### config.mk
export PLATFORM = sky130hd
export DESIGN_NAME = ppg_top
export DESIGN_NICKNAME = d
export VERILOG_FILES = /design/src/rtl/ppg_pkg.sv /design/src/rtl/ppg_pin_gate.sv /design/src/rtl/ppg_top.sv
export VERILOG_INCLUDE_DIRS = /design/src /design/src/rtl
export SDC_FILE = /design/constraint.sdc
export NUM_CORES = 1
export LEC_CHECK = 0
export BUFFER_PORTS_ARGS = -buffer_cell sky130_fd_sc_hd__buf_2
export CAP_MARGIN = 0
export CORE_AREA = 2 2 62 79
export DETAILED_ROUTE_END_ITERATION = 7
export DIE_AREA = 0 0 64 81
export MAX_ROUTING_LAYER = met4
export PLACE_DENSITY = 0.82
export REMOVE_ABC_BUFFERS = 1
export SYNTH_ARGS = -nofsm -noshare
export SYNTH_HDL_FRONTEND = slang
export SYNTH_SLANG_ARGS = --single-unit
### constraint.sdc
create_clock -name pclk -period 3.1 [get_ports pclk]
set_input_delay 0.465 -clock pclk [delete_from_list [all_inputs] [get_ports pclk]]
set_output_delay 0.465 -clock pclk [all_outputs]
set_load 0.02 [all_outputs]
### src/rtl/ppg_cfg.svh
`ifndef PPG_CFG_SVH
`define PPG_CFG_SVH
// Byte addresses on APB
`define PPG_ADDR_FUNC_CTRL   12'h000
`define PPG_ADDR_OUT_ENABLE  12'h004
`define PPG_ADDR_AUX_CTRL    12'h008
`define PPG_ADDR_STATUS      12'h00c
// Reset values
`define PPG_FUNC_CTRL_RST    8'hc0
`define PPG_OUT_ENABLE_RST   8'hff
`define PPG_AUX_CTRL_RST     8'h01
// Fixed-one reserved bits
`define PPG_RSVD_ONES        8'hc0
`define PPG_RSVD_MASK        8'hc0
// Field positions
`define PPG_MODE_HI_BIT      5
`define PPG_MODE_LO_BIT      4
`define PPG_BUF_MSB          3
`define PPG_OE_MSB           5
`define PPG_XTB_BIT          0
`define PPG_NPINS            6
`endif

### src/rtl/ppg_pkg.sv
package ppg_pkg;
  typedef enum logic [1:0] {
    PPG_NORMAL = 2'b00,
    PPG_COMP   = 2'b01,
    PPG_RSYNC  = 2'b11
  } ppg_mode_t;
endpackage : ppg_pkg

### src/rtl/ppg_pin_gate.sv
`timescale 1ns/1ps
`include "ppg_cfg.svh"
module ppg_pin_gate
  import ppg_pkg::*;
(
  input  wire logic                     pclk,
  input  wire logic                     presetn,
  input  wire logic [`PPG_NPINS-1:0]    master_en,
  input  wire logic [`PPG_NPINS-1:0]    timer_out,
  input  wire logic [`PPG_NPINS-1:0]    timer_oe,
  output logic      [`PPG_NPINS-1:0]    pin_out,
  output logic      [`PPG_NPINS-1:0]    pin_timer_sel
);
  // ****************************************
  // Per-pin gating
  // ****************************************
  for (genvar i = 0; i < `PPG_NPINS; i++) begin : g_pin
    always_ff @(posedge pclk or negedge presetn) begin
      if (!presetn) begin
        pin_out[i]       <= 1'b0;
        pin_timer_sel[i] <= 1'b0;
      end else begin
        pin_out[i]       <= master_en[i] & timer_out[i];
        pin_timer_sel[i] <= master_en[i] & timer_oe[i];
      end
    end
  end
endmodule : ppg_pin_gate

### src/rtl/ppg_top.sv
// Operation
// Function control register loads c0 on reset and on standby entry.
// Bits 7 and 6 of both registers ignore writes and read as one.
// Mode field 5:4: 00/01 normal, 10 complementary PWM, 11 reset-synchronized PWM.
// Software stops the used counters before selecting a combined PWM mode.
// Combined PWM modes override the per-channel PWM select bits of channels 3, 4.
// Channel 3 and 4 sync preset/clear stay valid in combined PWM modes.
// Software never sets both channel sync bits while complementary PWM is on.
// Bits 3..0 enable buffering of ch4 B, ch4 A, ch3 B, ch3 A compares.
// Output master enable register loads ff on reset and on standby entry.
// Enable bits 5..0 gate ch4 comp B, comp A, ch3 B, ch4 B, ch4 A, ch3 A.
// A cleared enable bit suppresses timer output, leaving the pin general-purpose.
// A set enable bit lets the pin carry timer output per the mode settings.
// With trigger block low, channel 1 capture A clears all six enables.
// Trigger block resets to one; trigger acts only in combined PWM modes.
// Complementary PWM makes ch3/ch4 counters count up and down, else up only.
// Hardware trigger clear wins over a coinciding software write.
//
// Design decisions made here: the APB slave port and the address map.
`timescale 1ns/1ps
`include "ppg_cfg.svh"
module ppg_top
  import ppg_pkg::*;
(
  input  wire logic        pclk,
  input  wire logic        presetn,
  input  wire logic        psel,
  input  wire logic        penable,
  input  wire logic        pwrite,
  input  wire logic [11:0] paddr,
  input  wire logic [31:0] pwdata,
  output logic      [31:0] prdata,
  output logic             pready,
  output logic             pslverr,
  input  wire logic        standby_entry,
  input  wire logic        ch1_capture_a,
  input  wire logic        ch3_pulse_width_select,
  input  wire logic        ch4_pulse_width_select,
  input  wire logic        ch3_sync_select,
  input  wire logic        ch4_sync_select,
  input  wire logic [5:0]  timer_out,
  input  wire logic [5:0]  timer_oe,
  output logic [5:0]       pin_out,
  output logic [5:0]       pin_timer_sel,
  output logic             ch3_pwm_eff,
  output logic             ch4_pwm_eff,
  output logic             ch3_sync_eff,
  output logic             ch4_sync_eff,
  output logic             comp_pwm_on,
  output logic             rsync_pwm_on,
  output logic             updown_count,
  output logic [3:0]       buffer_on
);
  // ****************************************
  // Registers and decode
  // ****************************************
  logic [5:0] func_q;
  logic [5:0] oe_q;
  logic       xtb_q;
  logic       trig_seen_q;
  logic       wr_en;
  logic       rd_en;
  logic       hit;
  logic       combined;
  logic       trig_clr;
  logic [5:0] oe_d;
  ppg_mode_t  mode;
  logic       comp_sel;
  logic       rsync_sel;
  logic       wr_func;
  logic       wr_oe;
  logic       wr_aux;
  logic       clr_stat;
  logic [7:0] rd_byte;

  // ****************************************
  // Access strobes
  // ****************************************
  assign wr_en    = psel & penable & pwrite;
  assign rd_en    = psel & ~penable & ~pwrite;
  assign wr_func  = wr_en & (paddr == `PPG_ADDR_FUNC_CTRL);
  assign wr_oe    = wr_en & (paddr == `PPG_ADDR_OUT_ENABLE);
  assign wr_aux   = wr_en & (paddr == `PPG_ADDR_AUX_CTRL);
  assign clr_stat = wr_en & (paddr == `PPG_ADDR_STATUS) & pwdata[0];

  // ****************************************
  // Address decode
  // ****************************************
  assign hit   = (paddr == `PPG_ADDR_FUNC_CTRL) | (paddr == `PPG_ADDR_OUT_ENABLE) |
                 (paddr == `PPG_ADDR_AUX_CTRL) | (paddr == `PPG_ADDR_STATUS);

  // ****************************************
  // Mode decode
  // ****************************************
  always_comb begin
    case (func_q[`PPG_MODE_HI_BIT:`PPG_MODE_LO_BIT])
      2'b10:   mode = PPG_COMP;
      2'b11:   mode = PPG_RSYNC;
      default: mode = PPG_NORMAL;
    endcase
  end

  assign combined  = (mode != PPG_NORMAL);
  assign comp_sel  = (mode == PPG_COMP);
  assign rsync_sel = (mode == PPG_RSYNC);

  // ****************************************
  // Output trigger clear
  // ****************************************
  assign trig_clr = ch1_capture_a & ~xtb_q & combined;

  // ****************************************
  // Function control register
  // ****************************************
  always_ff @(posedge pclk or negedge presetn) begin
    if (!presetn) begin
      func_q <= 6'(`PPG_FUNC_CTRL_RST);
    end else if (standby_entry) begin
      func_q <= 6'(`PPG_FUNC_CTRL_RST);
    end else if (wr_func) begin
      func_q <= pwdata[5:0];
    end
  end

  // ****************************************
  // Output master enable register
  // ****************************************
  always_comb begin
    oe_d = oe_q;
    if (wr_oe) begin
      oe_d = pwdata[`PPG_OE_MSB:0];
    end
    if (trig_clr) begin
      oe_d = 6'h00;
    end
  end

  // ****************************************
  // Output master enable state
  // ****************************************
  always_ff @(posedge pclk or negedge presetn) begin
    if (!presetn) begin
      oe_q <= 6'(`PPG_OUT_ENABLE_RST);
    end else if (standby_entry) begin
      oe_q <= 6'(`PPG_OUT_ENABLE_RST);
    end else begin
      oe_q <= oe_d;
    end
  end

  // ****************************************
  // Trigger block bit, set by reset and standby
  // ****************************************
  always_ff @(posedge pclk or negedge presetn) begin
    if (!presetn) begin
      xtb_q <= 1'b1;
    end else if (standby_entry) begin
      xtb_q <= 1'b1;
    end else if (wr_aux) begin
      xtb_q <= pwdata[`PPG_XTB_BIT];
    end
  end

  // ****************************************
  // Trigger status, set wins over clear
  // ****************************************
  always_ff @(posedge pclk or negedge presetn) begin
    if (!presetn) begin
      trig_seen_q <= 1'b0;
    end else if (standby_entry) begin
      trig_seen_q <= 1'b0;
    end else if (trig_clr) begin
      trig_seen_q <= 1'b1;
    end else if (clr_stat) begin
      trig_seen_q <= 1'b0;
    end
  end

  // ****************************************
  // APB answer, no wait states
  // ****************************************
  always_ff @(posedge pclk or negedge presetn) begin
    if (!presetn) begin
      pready <= 1'b0;
    end else begin
      pready <= psel & ~penable;
    end
  end

  always_ff @(posedge pclk or negedge presetn) begin
    if (!presetn) begin
      pslverr <= 1'b0;
    end else begin
      pslverr <= psel & ~penable & ~hit;
    end
  end

  // ****************************************
  // Read data, captured in the setup cycle
  // ****************************************
  always_comb begin
    rd_byte = 8'h00;
    case (paddr)
      `PPG_ADDR_FUNC_CTRL:  rd_byte = `PPG_RSVD_ONES | {2'b00, func_q};
      `PPG_ADDR_OUT_ENABLE: rd_byte = `PPG_RSVD_ONES | {2'b00, oe_q};
      `PPG_ADDR_AUX_CTRL:   rd_byte = {7'h00, xtb_q};
      `PPG_ADDR_STATUS:     rd_byte = {4'h0, combined, comp_sel, 1'b0, trig_seen_q};
      default:              rd_byte = 8'h00;
    endcase
  end

  always_ff @(posedge pclk or negedge presetn) begin
    if (!presetn) begin
      prdata <= 32'h0000_0000;
    end else if (rd_en) begin
      prdata <= {24'h00_0000, rd_byte};
    end else begin
      prdata <= 32'h0000_0000;
    end
  end

  // ****************************************
  // PWM select override
  // ****************************************
  always_ff @(posedge pclk or negedge presetn) begin
    if (!presetn) begin
      ch3_pwm_eff <= 1'b0;
    end else begin
      ch3_pwm_eff <= ch3_pulse_width_select & ~combined;
    end
  end

  always_ff @(posedge pclk or negedge presetn) begin
    if (!presetn) begin
      ch4_pwm_eff <= 1'b0;
    end else begin
      ch4_pwm_eff <= ch4_pulse_width_select & ~combined;
    end
  end

  // ****************************************
  // Sync select pass-through
  // ****************************************
  always_ff @(posedge pclk or negedge presetn) begin
    if (!presetn) begin
      ch3_sync_eff <= 1'b0;
    end else begin
      ch3_sync_eff <= ch3_sync_select;
    end
  end

  always_ff @(posedge pclk or negedge presetn) begin
    if (!presetn) begin
      ch4_sync_eff <= 1'b0;
    end else begin
      ch4_sync_eff <= ch4_sync_select;
    end
  end

  // ****************************************
  // Combined mode flags
  // ****************************************
  always_ff @(posedge pclk or negedge presetn) begin
    if (!presetn) begin
      comp_pwm_on <= 1'b0;
    end else begin
      comp_pwm_on <= comp_sel;
    end
  end

  always_ff @(posedge pclk or negedge presetn) begin
    if (!presetn) begin
      rsync_pwm_on <= 1'b0;
    end else begin
      rsync_pwm_on <= rsync_sel;
    end
  end

  // ****************************************
  // Counting direction
  // ****************************************
  always_ff @(posedge pclk or negedge presetn) begin
    if (!presetn) begin
      updown_count <= 1'b0;
    end else begin
      updown_count <= comp_sel;
    end
  end

  // ****************************************
  // Buffer enables
  // ****************************************
  always_ff @(posedge pclk or negedge presetn) begin
    if (!presetn) begin
      buffer_on <= 4'h0;
    end else begin
      buffer_on <= func_q[`PPG_BUF_MSB:0];
    end
  end

  // ****************************************
  // Pin gating, bit i of enables to pin i
  // ****************************************
  ppg_pin_gate u_gate (
    .pclk          (pclk),
    .presetn       (presetn),
    .master_en     (oe_q),
    .timer_out     (timer_out),
    .timer_oe      (timer_oe),
    .pin_out       (pin_out),
    .pin_timer_sel (pin_timer_sel)
  );
endmodule : ppg_top

==> results.ini <==
[run_status]
outcome = finished, final reports clean

[synth]
syn_inst = 169
synth_cell_type_count = 33
yosysMostFrequentCell = dfrtp_1
ys.warnings.count = 0
synthTopCellsByArea = dfrtp_1, buf_4, dfstp_2
synth_seq_cells = 45
avgSynthCellArea_um2 = 11.5
async_flop_share_pct = 100
yosysSeqAreaShare_pct = 58.2
synth_top_area_share_pct = 48.7
synth_flop_cell = dfrtp_1
yosysTopAreaCell = dfrtp_1
synth_commonest_cells = dfrtp_1, buf_4, and2_1
synth_area_um2 = 1950
synth_edf_count = 0

[drt]
drt_pass1_iterations = 4
wl_per_cell_um = 12.1
dr.first_iter.drc_count = 93
drc = 0
wl_um = 3650
vias = 1417
via_per_inst = 4.69
antenna_left = 0

[grt]
overflow = 0
grt_pass1_wl_um = 5720
grt_pass1_vias = 1250
antenna_found_initial = 0
grt_usage_pct = 15.5
grt_max_degree = 46

[cts]
post_cts_resized = 0
cts_sinks = 45
postCtsSetupRepairBufs = 0
cts-root-buf = clkbuf_8
clock_latency_ns = 0.30
clockBufferDepth = 2
clk_pin_slew_ns = 0.07
cts_tree = done
cts_max_level = 2
hold_buffers = 0
cts_buffers = 5

[sta]
setup_violations = 0
fin_crit_ns = 1.69
tightest_slew_ns = 0.941
rsz0062_at_grt = false
fin_ws_ns = 1.41
setup_tns_ns = 0
clock_skew_ns = 0.00837
finalMaxSlewViolations = 0
hold_violations = 0
timing.final.crit_share_pct = 54.6
fin_hold_ws_ns = 0.272
maxClockFrequency_ghz = 0.590
relSlewSlack_pct = 37.2

[min_path]
min_path_type = primary input to register
holdPathStages = 1

[worst_setup_path]
critPathMaxFanout = 7
path_class = primary input to register
critPathLaunchType = primary input
reg2reg_depth = 2
crit_path_end_kind = register
arrival_ns = 1.87
critPathRequiredTime_ns = 3.27

[power_and_ir_drop]
leakagePower_nw = 1.26
power.density_nw_per_um2 = 452
total_power_w = 0.00106
vdd_drop_max_v = 0.000162

[layout]
syn_to_final_growth_pct = 20.3
drive_gt1_share_pct = 37.6
final_nets = 308
n_fill_cell = 413
antennaDiodeCount = 0
final_cell_area_um2 = 2350

[placed_design]
io_buffers = 73
gp_routability_congestion = 0.816
dpl.hpwl_um = 2750
dp_slack_ns = 1.10
placed_area_um2 = 2260

[floorplanning]
chipHeight_um = 81
initial_core_util_pct = 43.2
ios = 124
num_rows = 28
die-area_um2 = 5180
die_w_um = 64
core_um2 = 4520

[run]
drv_cap = 0

[worst max-delay path, stage by stage]
cell,delay (ns)
buf_2,0.10
or4_4,0.56
or3_4,0.43
o21ai_0,0.21
a21oi_1,0.10
[per-layer routing]
layer / global-route usage (%) / part of all wire, % / routed length (µm)
met5: - / 0 / 0
met2: 24.8 / 51 / 1850
met4: 8.70 / 1.9 / 71
met1: 17.6 / 39 / 1430
met3: 4.29 / 8.3 / 303
[cells in the final DEF (no fill, tap or decap)]
cell / count
a211oi_1: 2
a21oi_1: 9
and2_0: 1
and2_1: 14
and3_1: 1
and3b_1: 1
and4_1: 1
buf_2: 73
clkbuf_1: 2
clkbuf_8: 5
clkinvlp_4: 1
conb_1: 24
dfrtp_1: 38
dfstp_2: 7
inv_1: 3
mux2i_1: 10
mux4_2: 1
nand2_1: 5
nand2b_1: 1
nand3_1: 8
nand3b_1: 1
nand4_1: 2
nor2_1: 7
nor2b_1: 4
nor3_1: 2
nor3_2: 1
nor4_1: 1
nor4_2: 1
o21ai_0: 6
o21ai_1: 1
o21bai_1: 6
o41ai_1: 1
or3_4: 1
or4_4: 1
[final cells by class]
cell class	count	area [µm²]	area share, %
clock buffer	7	76.3	3.25
tap	60	75.1	3.20
clock inverter	1	7.51	0.320
inverter	3	11.3	0.480
multi-input combinational	113	677	28.8
sequential	45	1130	48.3
timing repair buffer	73	365	15.6
[flip-flops by register name (all words and copies together) (netlist names), 4 cells and up]
name                  cells
buffer_on                 4
func_q                    6
oe_q                      6
prdata                    7
u_gate.pin_out            6
u_gate.pin_timer_sel      6
[kinds of logic after synthesis]
family | synth area share [%]
buf+inv | 11.5
simple gates | 16.2
mux | 6.29
flops | 58.2
other cells | 0.192
compound gates | 7.63
[report_power, final]
| part | total [W] | internal, W | switching, W |
|---|---|---|---|
| logic | 0.000119 | 0.0000390 | 0.0000802 |
| registers | 0.000602 | 0.000599 | 0.00000256 |
| clock network | 0.000340 | 0.000159 | 0.000181 |
[metrics by stage]
stage | instances | utilization, %
after floorplan | 161 | -
after global placement | 294 | 50.1
after detailed placement | 294 | 50.1
after CTS | 302 | 51.9
after global routing | 302 | 51.9
final | 302 | 51.9
[final timing paths]
check                                         from                           endpoint  slack (ns)
max reg2reg                trig_seen_q$_DFFE_PN0P_                prdata[0]$_DFF_PN0_        1.92
min reg2reg                  func_q[0]$_DFFE_PN0P_             buffer_on[0]$_DFF_PN0_        0.40
min in group asynchronous                  presetn             ch4_sync_eff$_DFF_PN0_        0.31
min                                ch4_sync_select             ch4_sync_eff$_DFF_PN0_        0.27
max                                       paddr[1]              func_q[3]$_DFFE_PN0P_        1.41
max in group asynchronous                  presetn  u_gate.pin_timer_sel[0]$_DFF_PN0_        2.20
Power figures use the tool's default switching activity.
